File: src/design/chg_sup_cfg.svh
// Constants for the charge safety supervisor
`ifndef CHG_SUP_CFG_SVH
`define CHG_SUP_CFG_SVH

`define CS_CLK_HZ      25000000
`define CS_US_PER_S    1000000
`define CS_US_PER_MS   1000
`define CS_S_PER_MIN   60
`define CS_TICK_US     1
`define CS_TICK_CYC    (`CS_CLK_HZ / `CS_US_PER_S * `CS_TICK_US)
`define CS_TMR_W       30
`define CS_NPIN        12

`define CS_LONG_MIN    15
`define CS_SHORT_S     32
`define CS_PULSE_US    128
`define CS_SRC_MS      30
`define CS_BATDET_MS   32
`define CS_DETECT_MS   32
`define CS_RETRY_MS    500

`define CS_REG_CTRL    8'h00
`define CS_REG_ILIM    8'h01
`define CS_REG_SPEC    8'h05

`define CS_KICK_BIT    7
`define CS_STATEN_BIT  6
`define CS_STATE_HI    5
`define CS_STATE_LO    4
`define CS_FAULT_HI    2
`define CS_FAULT_LO    0
`define CS_RST_BIT     7
`define CS_LIM_HI      5
`define CS_LIM_LO      4
`define CS_CDIS_BIT    2
`define CS_SPEC_BIT    4

`define CS_STATEN_DEF  1'b1
`define CS_LIM_DEF     2'h0
`define CS_LIM_100     2'h0
`define CS_LIM_500     2'h1

`define CS_STS_READY   2'h0
`define CS_STS_CHG     2'h1
`define CS_STS_DONE    2'h2
`define CS_STS_FAULT   2'h3

`define CS_FLT_NONE    3'h0
`define CS_FLT_INOVP   3'h1
`define CS_FLT_SLEEP   3'h2
`define CS_FLT_BADSRC  3'h3
`define CS_FLT_BATOVP  3'h4
`define CS_FLT_THERM   3'h5
`define CS_FLT_TIMER   3'h6
`define CS_FLT_NOBAT   3'h7

`endif

File: src/design/chg_sup_pkg.sv
// Types for the charge safety supervisor
`default_nettype none
package chg_sup_pkg;
  typedef logic [1:0] lim_code_t;
  typedef logic [2:0] fault_code_t;
  typedef enum logic [3:0] {
    ST_NOSRC, ST_SRC_TEST, ST_SRC_RETRY, ST_READY, ST_CHARGE,
    ST_DETECT, ST_RETRY_WAIT, ST_DONE, ST_HIZ, ST_TFAULT
  } st_t;
endpackage : chg_sup_pkg
`default_nettype wire

File: src/design/charge_safety_supervisor.sv
// Charge safety supervisor: safety timers, source checks, status pin
// Operation
// - Long timer at charge; any write disables
// - Long timer disabled starts short timer
// - Kick bit restarts short timer, self-clears
// - Short expiry: defaults, long timer, resume
// - Long expiry: stop, fault code, pulse
// - Timer fault cleared by reset; other faults read-gated
// - Power-up uses programmed or default values
// - Long mode, battery high: high impedance
// - Input limit from pin or register
// - Thermal shutdown: converter off, timers except pulse frozen
// - Sleep: reverse switch and converter off
// - Source test 30ms, reject, retry later
// - Input sag: reduce current, flag set
// - Input over-voltage stops, auto resumes
// - Battery over-voltage stops, auto resumes
// - Termination check with detect sink
// - Power-up battery detect 32ms window
// - Low battery: short-circuit charge mode
// - Status pin low while charging, pulses
// - Fault pulse for every charge fault
// - New cycle on recharge, power-on, host
`default_nettype none
`include "chg_sup_cfg.svh"
module charge_safety_supervisor #(
  parameter int P_LONG_TICKS   = `CS_LONG_MIN * `CS_S_PER_MIN * `CS_US_PER_S / `CS_TICK_US,
  parameter int P_SHORT_TICKS  = `CS_SHORT_S * `CS_US_PER_S / `CS_TICK_US,
  parameter int P_SRC_TICKS    = `CS_SRC_MS * `CS_US_PER_MS / `CS_TICK_US,
  parameter int P_BATDET_TICKS = `CS_BATDET_MS * `CS_US_PER_MS / `CS_TICK_US,
  parameter int P_DETECT_TICKS = `CS_DETECT_MS * `CS_US_PER_MS / `CS_TICK_US,
  parameter int P_RETRY_TICKS  = `CS_RETRY_MS * `CS_US_PER_MS / `CS_TICK_US,
  parameter bit P_HAS_PORT_SEL = 1'b1,
  parameter bit P_HAS_BATDET   = 1'b1
) (
  input  wire logic             i_mclk,
  input  wire logic             i_sys_rst,
  input  wire logic             i_vbus_por,
  input  wire logic             i_vbus_min,
  input  wire logic             i_vbus_sleep,
  input  wire logic             i_vbus_ovp,
  input  wire logic             i_vbus_sag,
  input  wire logic             i_bat_ovp,
  input  wire logic             i_bat_low,
  input  wire logic             i_bat_short,
  input  wire logic             i_bat_rch,
  input  wire logic             i_term_cur,
  input  wire logic             i_therm_shdn,
  input  wire logic             i_port_sel,
  input  wire logic             i_reg_wr,
  input  wire logic             i_reg_rd,
  input  wire logic [7:0]       i_reg_addr,
  input  wire logic [7:0]       i_reg_wdata,
  output logic      [7:0]       o_reg_rdata,
  output chg_sup_pkg::lim_code_t o_ilim_code,
  output logic                  o_conv_en,
  output logic                  o_rev_sw_en,
  output logic                  o_test_sink,
  output logic                  o_detect_sink,
  output logic                  o_short_chg,
  output logic                  o_cur_reduce,
  output logic                  o_hiz,
  output logic                  o_use_defaults,
  output logic                  o_stat_out,
  output logic                  o_stat_oe
);
  import chg_sup_pkg::*;

  localparam int TW          = `CS_TMR_W;
  localparam int PULSE_TICKS = `CS_PULSE_US / `CS_TICK_US;

  function automatic logic enters(st_t cur, st_t nxt, st_t s);
    return (nxt == s) && (cur != s);
  endfunction : enters

  logic [`CS_NPIN-1:0] meta;
  logic [`CS_NPIN-1:0] sync;
  logic vbus_por, vbus_min, vbus_sleep, vbus_ovp, vbus_sag, bat_ovp;
  logic bat_low, bat_short, bat_rch, term_cur, therm, port_sel;

  st_t         st;
  st_t         next_st;
  logic        tick;
  logic        short_mode;
  logic        kick;
  logic        rst_pend;
  logic        en_stat;
  lim_code_t   lim;
  logic        cdis;
  logic        cdis_q;
  logic        spec;
  logic        status_read;
  fault_code_t fault_code;
  fault_code_t evt_code;
  logic        evt_any;
  logic        batdet_armed;
  logic        short_q;
  logic [3:0]  cond_q;
  logic [3:0]  cond;
  logic [7:0]  rd_val;

  logic long_run, long_exp, short_run, short_exp, src_exp;
  logic batdet_run, batdet_exp, det_exp, retry_exp, pulse_run;
  logic src_run, det_run, retry_run;
  logic charging, sleep_c, cond_any, new_cycle, no_bat, restore;
  logic wr_ctrl, wr_ilim, rd_ctrl, rd_spec, enter_chg;
  logic long_start, short_start, retry_start, batdet_start;

  // Pin comparators cross into the clock domain
  always_ff @(posedge i_mclk or posedge i_sys_rst) begin
    if (i_sys_rst) begin
      meta <= '0;
      sync <= '0;
    end else begin
      meta <= {i_vbus_por, i_vbus_min, i_vbus_sleep, i_vbus_ovp, i_vbus_sag, i_bat_ovp,
               i_bat_low, i_bat_short, i_bat_rch, i_term_cur, i_therm_shdn, i_port_sel};
      sync <= meta;
    end
  end

  assign {vbus_por, vbus_min, vbus_sleep, vbus_ovp, vbus_sag, bat_ovp,
          bat_low, bat_short, bat_rch, term_cur, therm, port_sel} = sync;

  assign wr_ctrl  = i_reg_wr && (i_reg_addr == `CS_REG_CTRL);
  assign wr_ilim  = i_reg_wr && (i_reg_addr == `CS_REG_ILIM);
  assign rd_ctrl  = i_reg_rd && (i_reg_addr == `CS_REG_CTRL);
  assign rd_spec  = i_reg_rd && (i_reg_addr == `CS_REG_SPEC);
  assign charging = (st == ST_CHARGE);
  assign sleep_c  = vbus_sleep && vbus_min;
  assign cond     = {therm, vbus_ovp, bat_ovp, sleep_c};
  assign cond_any = |cond;
  assign new_cycle = (cdis_q && !cdis) || rst_pend;
  assign no_bat   = (batdet_run && bat_rch) || (batdet_armed && bat_short && bat_ovp);

  tick_divider #(
    .DIV (`CS_TICK_CYC)
  ) u_tick (
    .i_mclk    (i_mclk),
    .i_sys_rst (i_sys_rst),
    .o_tick    (tick)
  );

  always_comb begin
    next_st = st;
    unique case (st)
      ST_NOSRC:      if (vbus_por) next_st = ST_SRC_TEST;
      ST_SRC_TEST: begin
        if (!vbus_min) next_st = ST_SRC_RETRY;
        else if (src_exp) next_st = (bat_low || short_mode) ? ST_CHARGE : ST_HIZ;
      end
      ST_SRC_RETRY:  if (retry_exp) next_st = ST_SRC_TEST;
      ST_READY:      if (new_cycle && !cdis) next_st = ST_CHARGE;
      ST_CHARGE: begin
        if (long_exp) next_st = ST_TFAULT;
        else if (no_bat) next_st = ST_HIZ;
        else if (short_mode && term_cur && bat_rch) next_st = ST_DETECT;
      end
      ST_DETECT:     if (det_exp) next_st = bat_rch ? ST_DONE : ST_RETRY_WAIT;
      ST_RETRY_WAIT: if (retry_exp) next_st = ST_CHARGE;
      ST_DONE:       if (!bat_rch || new_cycle) next_st = ST_CHARGE;
      ST_HIZ:        if (new_cycle && !cdis) next_st = ST_CHARGE;
      ST_TFAULT:     next_st = ST_TFAULT;
    endcase
    if (cdis && (st == ST_CHARGE || st == ST_DETECT || st == ST_RETRY_WAIT ||
                 st == ST_DONE)) begin
      next_st = ST_READY;
    end
    if (!vbus_por && st != ST_NOSRC && st != ST_TFAULT) begin
      next_st = ST_NOSRC;
    end
  end

  always_ff @(posedge i_mclk or posedge i_sys_rst) begin
    if (i_sys_rst) begin
      st <= ST_NOSRC;
    end else begin
      st <= next_st;
    end
  end

  assign enter_chg    = enters(st, next_st, ST_CHARGE);
  assign long_start   = (enter_chg && !short_mode) || short_exp;
  assign short_start  = (i_reg_wr && !short_mode) || kick;
  assign retry_start  = enters(st, next_st, ST_SRC_RETRY) ||
                        enters(st, next_st, ST_RETRY_WAIT);
  assign batdet_start = batdet_armed && charging && short_q && !bat_short;
  assign restore      = short_exp || rst_pend ||
                        (st == ST_DETECT && det_exp && !bat_rch);

  interval_timer #(.W(TW)) u_long (
    .i_mclk (i_mclk), .i_sys_rst (i_sys_rst), .i_tick (tick),
    .i_start (long_start), .i_stop (i_reg_wr || next_st != ST_CHARGE),
    .i_hold (therm), .i_limit (TW'(P_LONG_TICKS)),
    .o_run (long_run), .o_expired (long_exp)
  );

  interval_timer #(.W(TW)) u_short (
    .i_mclk (i_mclk), .i_sys_rst (i_sys_rst), .i_tick (tick),
    .i_start (short_start), .i_stop (1'b0),
    .i_hold (therm), .i_limit (TW'(P_SHORT_TICKS)),
    .o_run (short_run), .o_expired (short_exp)
  );

  interval_timer #(.W(TW)) u_src (
    .i_mclk (i_mclk), .i_sys_rst (i_sys_rst), .i_tick (tick),
    .i_start (enters(st, next_st, ST_SRC_TEST)), .i_stop (st != ST_SRC_TEST),
    .i_hold (therm), .i_limit (TW'(P_SRC_TICKS)),
    .o_run (src_run), .o_expired (src_exp)
  );

  interval_timer #(.W(TW)) u_batdet (
    .i_mclk (i_mclk), .i_sys_rst (i_sys_rst), .i_tick (tick),
    .i_start (batdet_start), .i_stop (!batdet_armed),
    .i_hold (therm), .i_limit (TW'(P_BATDET_TICKS)),
    .o_run (batdet_run), .o_expired (batdet_exp)
  );

  interval_timer #(.W(TW)) u_detect (
    .i_mclk (i_mclk), .i_sys_rst (i_sys_rst), .i_tick (tick),
    .i_start (enters(st, next_st, ST_DETECT)), .i_stop (st != ST_DETECT),
    .i_hold (therm), .i_limit (TW'(P_DETECT_TICKS)),
    .o_run (det_run), .o_expired (det_exp)
  );

  interval_timer #(.W(TW)) u_retry (
    .i_mclk (i_mclk), .i_sys_rst (i_sys_rst), .i_tick (tick),
    .i_start (retry_start), .i_stop (1'b0),
    .i_hold (therm), .i_limit (TW'(P_RETRY_TICKS)),
    .o_run (retry_run), .o_expired (retry_exp)
  );

  interval_timer #(.W(TW)) u_pulse (
    .i_mclk (i_mclk), .i_sys_rst (i_sys_rst), .i_tick (tick),
    .i_start (evt_any), .i_stop (1'b0),
    .i_hold (1'b0), .i_limit (TW'(PULSE_TICKS)),
    .o_run (pulse_run), .o_expired ()
  );

  // Host-kicked mode and the self-clearing command bits
  always_ff @(posedge i_mclk or posedge i_sys_rst) begin
    if (i_sys_rst) begin
      short_mode <= 1'b0;
      kick       <= 1'b0;
    end else begin
      if (i_reg_wr) short_mode <= 1'b1;
      else if (short_exp) short_mode <= 1'b0;
      kick <= wr_ctrl && i_reg_wdata[`CS_KICK_BIT];
    end
  end

  // Control values; restore puts back the defaults
  always_ff @(posedge i_mclk or posedge i_sys_rst) begin
    if (i_sys_rst) begin
      en_stat  <= `CS_STATEN_DEF;
      lim      <= `CS_LIM_DEF;
      cdis     <= 1'b0;
      rst_pend <= 1'b0;
      cdis_q   <= 1'b0;
    end else begin
      cdis_q <= cdis;
      if (restore) begin
        en_stat  <= `CS_STATEN_DEF;
        lim      <= `CS_LIM_DEF;
        cdis     <= 1'b0;
        rst_pend <= 1'b0;
      end else begin
        if (wr_ctrl) en_stat <= i_reg_wdata[`CS_STATEN_BIT];
        if (wr_ilim) begin
          lim      <= i_reg_wdata[`CS_LIM_HI:`CS_LIM_LO];
          cdis     <= i_reg_wdata[`CS_CDIS_BIT];
          rst_pend <= i_reg_wdata[`CS_RST_BIT];
        end
      end
    end
  end

  // Power-up battery detect window
  always_ff @(posedge i_mclk or posedge i_sys_rst) begin
    if (i_sys_rst) begin
      batdet_armed <= 1'b0;
      short_q      <= 1'b0;
    end else begin
      short_q <= bat_short;
      if (st == ST_SRC_TEST && enter_chg) batdet_armed <= P_HAS_BATDET && !short_mode;
      else if (batdet_exp || short_mode || !charging) batdet_armed <= 1'b0;
    end
  end

  // Fault event selection
  always_comb begin
    evt_any  = 1'b1;
    evt_code = `CS_FLT_NONE;
    if (charging && long_exp) evt_code = `CS_FLT_TIMER;
    else if (charging && no_bat) evt_code = `CS_FLT_NOBAT;
    else if (st == ST_SRC_TEST && !vbus_min) evt_code = `CS_FLT_BADSRC;
    else if (cond[3] && !cond_q[3]) evt_code = `CS_FLT_THERM;
    else if (cond[2] && !cond_q[2]) evt_code = `CS_FLT_INOVP;
    else if (cond[1] && !cond_q[1]) evt_code = `CS_FLT_BATOVP;
    else if (cond[0] && !cond_q[0]) evt_code = `CS_FLT_SLEEP;
    else if (!vbus_por && st != ST_NOSRC && st != ST_TFAULT) evt_code = `CS_FLT_SLEEP;
    else evt_any = 1'b0;
  end

  // Fault status: updates wait for a read, timer fault holds until reset
  always_ff @(posedge i_mclk or posedge i_sys_rst) begin
    if (i_sys_rst) begin
      fault_code  <= `CS_FLT_NONE;
      status_read <= 1'b1;
      cond_q      <= '0;
    end else begin
      cond_q <= cond;
      if (evt_code == `CS_FLT_TIMER ||
          (evt_any && (status_read || fault_code == `CS_FLT_NONE) &&
           fault_code != `CS_FLT_TIMER)) begin
        fault_code  <= evt_code;
        status_read <= 1'b0;
      end else if (rd_ctrl) begin
        status_read <= 1'b1;
      end else if (status_read && !cond_any && fault_code != `CS_FLT_TIMER &&
                   (charging || st == ST_DONE)) begin
        fault_code <= `CS_FLT_NONE;
      end
    end
  end

  // Special-source flag, set wins over clear on read
  always_ff @(posedge i_mclk or posedge i_sys_rst) begin
    if (i_sys_rst) begin
      spec <= 1'b0;
    end else if (charging && vbus_sag) begin
      spec <= 1'b1;
    end else if (rd_spec) begin
      spec <= 1'b0;
    end
  end

  always_comb begin
    rd_val = '0;
    unique case (i_reg_addr)
      `CS_REG_CTRL: begin
        rd_val[`CS_KICK_BIT]   = kick;
        rd_val[`CS_STATEN_BIT] = en_stat;
        rd_val[`CS_FAULT_HI:`CS_FAULT_LO] = fault_code;
        if (st == ST_TFAULT || fault_code != `CS_FLT_NONE)
          rd_val[`CS_STATE_HI:`CS_STATE_LO] = `CS_STS_FAULT;
        else if (st == ST_DONE) rd_val[`CS_STATE_HI:`CS_STATE_LO] = `CS_STS_DONE;
        else if (charging) rd_val[`CS_STATE_HI:`CS_STATE_LO] = `CS_STS_CHG;
        else rd_val[`CS_STATE_HI:`CS_STATE_LO] = `CS_STS_READY;
      end
      `CS_REG_ILIM: begin
        rd_val[`CS_RST_BIT]         = rst_pend;
        rd_val[`CS_LIM_HI:`CS_LIM_LO] = lim;
        rd_val[`CS_CDIS_BIT]        = cdis;
      end
      `CS_REG_SPEC: rd_val[`CS_SPEC_BIT] = spec;
      default: rd_val = '0;
    endcase
  end

  // Registered outputs
  always_ff @(posedge i_mclk or posedge i_sys_rst) begin
    if (i_sys_rst) begin
      o_reg_rdata    <= '0;
      o_ilim_code    <= `CS_LIM_100;
      o_conv_en      <= 1'b0;
      o_rev_sw_en    <= 1'b0;
      o_test_sink    <= 1'b0;
      o_detect_sink  <= 1'b0;
      o_short_chg    <= 1'b0;
      o_cur_reduce   <= 1'b0;
      o_hiz          <= 1'b0;
      o_use_defaults <= 1'b1;
      o_stat_out     <= 1'b0;
      o_stat_oe      <= 1'b0;
    end else begin
      if (i_reg_rd) o_reg_rdata <= rd_val;
      if (short_mode) o_ilim_code <= lim;
      else if (!P_HAS_PORT_SEL || port_sel) o_ilim_code <= `CS_LIM_500;
      else o_ilim_code <= `CS_LIM_100;
      o_conv_en      <= charging && !cond_any;
      o_rev_sw_en    <= !sleep_c && (charging || st == ST_DETECT ||
                        st == ST_DONE || st == ST_RETRY_WAIT);
      o_test_sink    <= (st == ST_SRC_TEST);
      o_detect_sink  <= (st == ST_DETECT);
      o_short_chg    <= charging && bat_short;
      o_cur_reduce   <= charging && vbus_sag;
      o_hiz          <= (st == ST_HIZ);
      o_use_defaults <= !short_mode;
      o_stat_out     <= 1'b0;
      o_stat_oe      <= pulse_run || (charging && en_stat);
    end
  end
endmodule : charge_safety_supervisor
`default_nettype wire

File: src/design/interval_timer.sv
// Restartable tick counter with freeze and expiry pulse
`default_nettype none
module interval_timer #(
  parameter int W = 30
) (
  input  wire logic         i_mclk,
  input  wire logic         i_sys_rst,
  input  wire logic         i_tick,
  input  wire logic         i_start,
  input  wire logic         i_stop,
  input  wire logic         i_hold,
  input  wire logic [W-1:0] i_limit,
  output logic              o_run,
  output logic              o_expired
);
  logic [W-1:0] cnt;

  always_ff @(posedge i_mclk or posedge i_sys_rst) begin
    if (i_sys_rst) begin
      cnt       <= '0;
      o_run     <= 1'b0;
      o_expired <= 1'b0;
    end else begin
      o_expired <= 1'b0;
      if (i_start) begin
        cnt   <= '0;
        o_run <= 1'b1;
      end else if (i_stop) begin
        o_run <= 1'b0;
      end else if (o_run && i_tick && !i_hold) begin
        if (cnt == i_limit - 1'b1) begin
          o_run     <= 1'b0;
          o_expired <= 1'b1;
        end else begin
          cnt <= cnt + 1'b1;
        end
      end
    end
  end
endmodule : interval_timer
`default_nettype wire

File: src/design/tick_divider.sv
// Fixed-rate tick enable from the main clock
`default_nettype none
module tick_divider #(
  parameter int DIV = 25
) (
  input  wire logic i_mclk,
  input  wire logic i_sys_rst,
  output logic      o_tick
);
  localparam int CW = (DIV > 1) ? $clog2(DIV) : 1;
  logic [CW-1:0] cnt;

  always_ff @(posedge i_mclk or posedge i_sys_rst) begin
    if (i_sys_rst) begin
      cnt    <= '0;
      o_tick <= 1'b0;
    end else if (cnt == CW'(DIV - 1)) begin
      cnt    <= '0;
      o_tick <= 1'b1;
    end else begin
      cnt    <= cnt + 1'b1;
      o_tick <= 1'b0;
    end
  end
endmodule : tick_divider
`default_nettype wire

File: config.mk
export PLATFORM = sky130hd
export DESIGN_NAME = charge_safety_supervisor
export DESIGN_NICKNAME = d
export VERILOG_FILES = /design/src/design/chg_sup_pkg.sv /design/src/design/charge_safety_supervisor.sv /design/src/design/interval_timer.sv /design/src/design/tick_divider.sv
export VERILOG_INCLUDE_DIRS = /design/src /design/src/design
export SDC_FILE = /design/constraint.sdc
export NUM_CORES = 1
export LEC_CHECK = 0
export BUFFER_PORTS_ARGS = -buffer_cell sky130_fd_sc_hd__buf_2
export CAP_MARGIN = 30
export CORE_MARGIN = 2
export CORE_UTILIZATION = 55
export CTS_BUF_LIST = sky130_fd_sc_hd__clkbuf_4 sky130_fd_sc_hd__clkbuf_8
export DETAILED_ROUTE_END_ITERATION = 6
export GPL_ROUTABILITY_DRIVEN = 0
export GPL_TIMING_DRIVEN = 0
export HOLD_SLACK_MARGIN = 0.08
export PLACE_DENSITY = 0.72
export SLEW_MARGIN = 20
export SYNTH_ARGS = -nofsm -noshare
export SYNTH_HDL_FRONTEND = slang
export SYNTH_SLANG_ARGS = --single-unit
File: constraint.sdc
create_clock -name i_mclk -period 12.6 [get_ports i_mclk]
set_input_delay 2.52 -clock i_mclk [delete_from_list [all_inputs] [get_ports i_mclk]]
set_output_delay 2.52 -clock i_mclk [all_outputs]
set_load 0.01 [all_outputs]
==> results by group <==
Placement
  – DP HPWL: between 20 and 25 mm
  – Dpl ws: 7870 ps
  – Port bufs: 45

Synth
  – Register bit total from synthesis: 294
  – Synth Cell Area: 15100 um2
  – Top FF cell, synth: dfrtp_1
  – Netlist cell types: roughly 80
  – Post-synth ARST share: 1.00
  – Post-synthesis compound-gate area fraction: 0.114
  – Cells after synthesis: 1610
  – Largest area contributor in the netlist: dfrtp_1
  – Adder-Cell Fraction of Synth Area: 0.00746
  – Dominant cells by area after synthesis: dfrtp_1, xnor2_1, nor2_1
  – Synth warn: 0
  – Syn Area/Cell: approximately 9.4 um2
  – Count leader, synth: dfrtp_1
  – Top post-synthesis cells by count: dfrtp_1, nor2_1, nand2_1
  – Seq/Total Area, Yosys: 0.487
  – Synth Area in XOR/XNOR: 0.0789
  – Top-area cell type share of the netlist area: 0.482
  – EDFF count, synth: 0
  – Simple-gate portion of the synthesized area: 0.269
  – Largest family of logic cells by synthesized area: simple AND/OR/NAND/NOR gates
  – Mux share of post-synthesis cell area: 0.00820

Critical path
  – WS Path Type: in -> reg
  – Worst path top cell family by delay: simple AND/OR/NAND/NOR gates
  – Crit-path max FO: 5
  – WP buf/inv: 2
  – R2R cell count: 10
  – Critical path's largest stage delay: just under 600 ps
  – Element type at the critical path end: flip-flop
  – Crit start category: input port
  – Cell mode on critical path: buf_2
  – FF-to-FF Start: st[1]$_DFF_PP0_
  – CP required: 13080 ps
  – CP Cell Sequence: buf_2 -> nand4bb_1 -> nor4_1 -> buf_2 -> and3_1 -> nand4_1 -> or4_1 -> a21oi_1
  – Worst EP arrival: 4730 ps
  – Critical path's slowest cell: nor4_1
  – Worst flop-to-flop path endpoint: u_long.cnt[28]$_DFFE_PP0P_
  – R2r setup slk: 9470 ps

Clocking
  – Max clock buf depth: 3
  – Post-CTS Resized: 0
  – TritonCTS Buffers: 50
  – Worst-Skew Late Latency: 570 ps
  – H-tree depth: 2
  – CTS tree: yes
  – Setup bufs post-CTS: 0
  – Hold_buf cts: 0
  – Worst-path clk slew: 60 ps
  – Total clock sinks: 294
  – Root buf cell: clkbuf_8

Timing
  – RSZ-0062 raised after global routing: false
  – Final hold viol count: 0
  – Final Max Tran Viols: 0
  – Fmax: 235 MHz
  – Setup TNS: 0 ps
  – Worst slew pin tran: 914 ps
  – Final setup fails: 0
  – Slew headroom: 0.386
  – Worst Skew: 21.3 ps
  – Fin crit period: 4250 ps
  – Final period util: 0.338
  – Crit path setup slack, layout: 8350 ps

Die
  – Row count: 60
  – Initial Util: 0.560
  – Area of the core: 27000 um2
  – Die Footprint: 28800 um2
  – Die X-Extent: 170 um
  – DIE HEIGHT: about 170 um
  – I/O pins: 52

Pwr
  – Max IR drop VDD: 159 uV
  – Power, Total: 2460 uW
  – Leakage: 0.00695 uW
  – Cell Pwr Density: 144 nW/um2

Routing
  – Via count: 12600
  – DR iter-0 viols: 1104
  – DRT antenna net count: 0
  – Routed WL: roughly 35 mm
  – Drc violations: 0
  – Per-cell routed wire length: between 15 and 20 um
  – First-pass iteration count of the detailed router: 5
  – Via density: 6.02

GRT
  – Vias in the first global route: 12200
  – Total GRT Usage: 0.248
  – First-pass GRT wire length: 59.6 mm
  – Largest net degree at the start of global routing: between 100 and 150
  – Initial antenna violation count: 0
  – GRT Residual Overflow: 0

Status
  – Outcome: finished, final reports clean

Worst hold path
  – Hold endpoint: sync[10]$_DFF_PP0_
  – Hold crit path type: reg -> reg
  – Hold Crit Start: meta[10]$_DFF_PP0_
  – Min-Delay Path Depth: 0

Cells and area
  – ANT cells: 0
  – Layout area overhead: 13.2%
  – Share of cells above drive strength 1: 0.116
  – Final #Nets: 1754

Job
  – Max Cap Viol: 0
[worst register-to-register path, cell delays in order, from the launching register on]
cell      delay, ps
dfrtp_1         360
buf_2           190
nor4b_2         330
buf_2           350
nand4_1         140
o22ai_1         290
o31a_1          360
buf_2           280
clkbuf_1        450
o31ai_1         150
a21oi_1         160
[where the power goes]
| part | switching, uW | total (uW) | leakage [uW] | internal (uW) |
|---|---|---|---|---|
| registers | 30.6 | 1010 | 0.00394 | 981 |
| clock network | 412 | 1030 | 0.000640 | 621 |
| logic | 293 | 411 | 0.00237 | 118 |
| total | 736 | 2460 | 0.00695 | 1720 |
[through the flow]
stage | cell area, um2 | hold slack (ps) | cells | util
floorplan | 15100 | 331 | 1611 | -
global placement | 15800 | 334 | 1997 | 0.585
detailed placement | 15900 | 335 | 2002 | 0.588
CTS | 17100 | 349 | 2096 | 0.634
global route | 17100 | 354 | 2096 | 0.634
finish | 17100 | 349 | 2096 | 0.634
[flip-flops by register name, indices dropped and copies added (netlist names), 2 cells and up]
name          flops
meta             12
cond_q            4
u_pulse.cnt      30
u_src.cnt        30
u_tick.cnt        5
o_reg_rdata       7
o_ilim_code       2
lim               2
fault_code        3
u_short.cnt      30
st                4
u_long.cnt       30
u_detect.cnt     30
u_batdet.cnt     30
sync             12
u_retry.cnt      30
[cells in the final DEF (no fill, tap or decap), types with 33 or more instances in the layout]
cell,n
buf_2,71
nand2_1,113
inv_1,50
nor2_1,174
or4_1,41
o21ai_0,48
a21oi_1,109
or3_1,33
nand4_1,58
xnor2_1,104
o31ai_1,33
dfrtp_1,291
nor4_1,44
nor3_1,67
nand3_1,80
clkbuf_8,60
clkbuf_1,47
[cell families after synthesis]
group / Yosys count
xor gates and xnor gates: 136
other: 1
muxes: 12
adders and majority gates: 9
buffers and inverters: 130
and+or+nand+nor: 756
AOI/OAI and AO/OA: 272
DFF: 294
[area by class of cell]
type | instances | area (um2)
fill | 2295 | 9860
sequential | 294 | 7360
multi-input combinational | 1187 | 7220
clock buffer | 66 | 871
tap | 341 | 427
clock inverter | 28 | 355
buffer | 79 | 339
timing repair buffer | 50 | 318
inverter | 51 | 199
[how the worst max path moves through the flow]
stage	to	cells past startpoint	slack, ps	from
finish	u_long.cnt[26]$_DFFE_PP0P_	8	8350	i_reg_wr
detailed placement	u_long.cnt[26]$_DFFE_PP0P_	8	7870	i_reg_wr
global route	u_long.cnt[26]$_DFFE_PP0P_	8	8170	i_reg_wr
floorplan	batdet_armed$_DFFE_PP0P_	1	1970	i_sys_rst
CTS	u_long.cnt[26]$_DFFE_PP0P_	8	8400	i_reg_wr
global placement	u_pulse.cnt[7]$_DFFE_PP0P_	2	-1230	i_sys_rst
[layer usage]
metal	GRT usage	share of wire
met1	0.355	0.48
met2	0.400	0.47
met3	0.0378	0.043
met4	0.0609	0.017
met5	0	0
(Power assumes the default switching activity.)
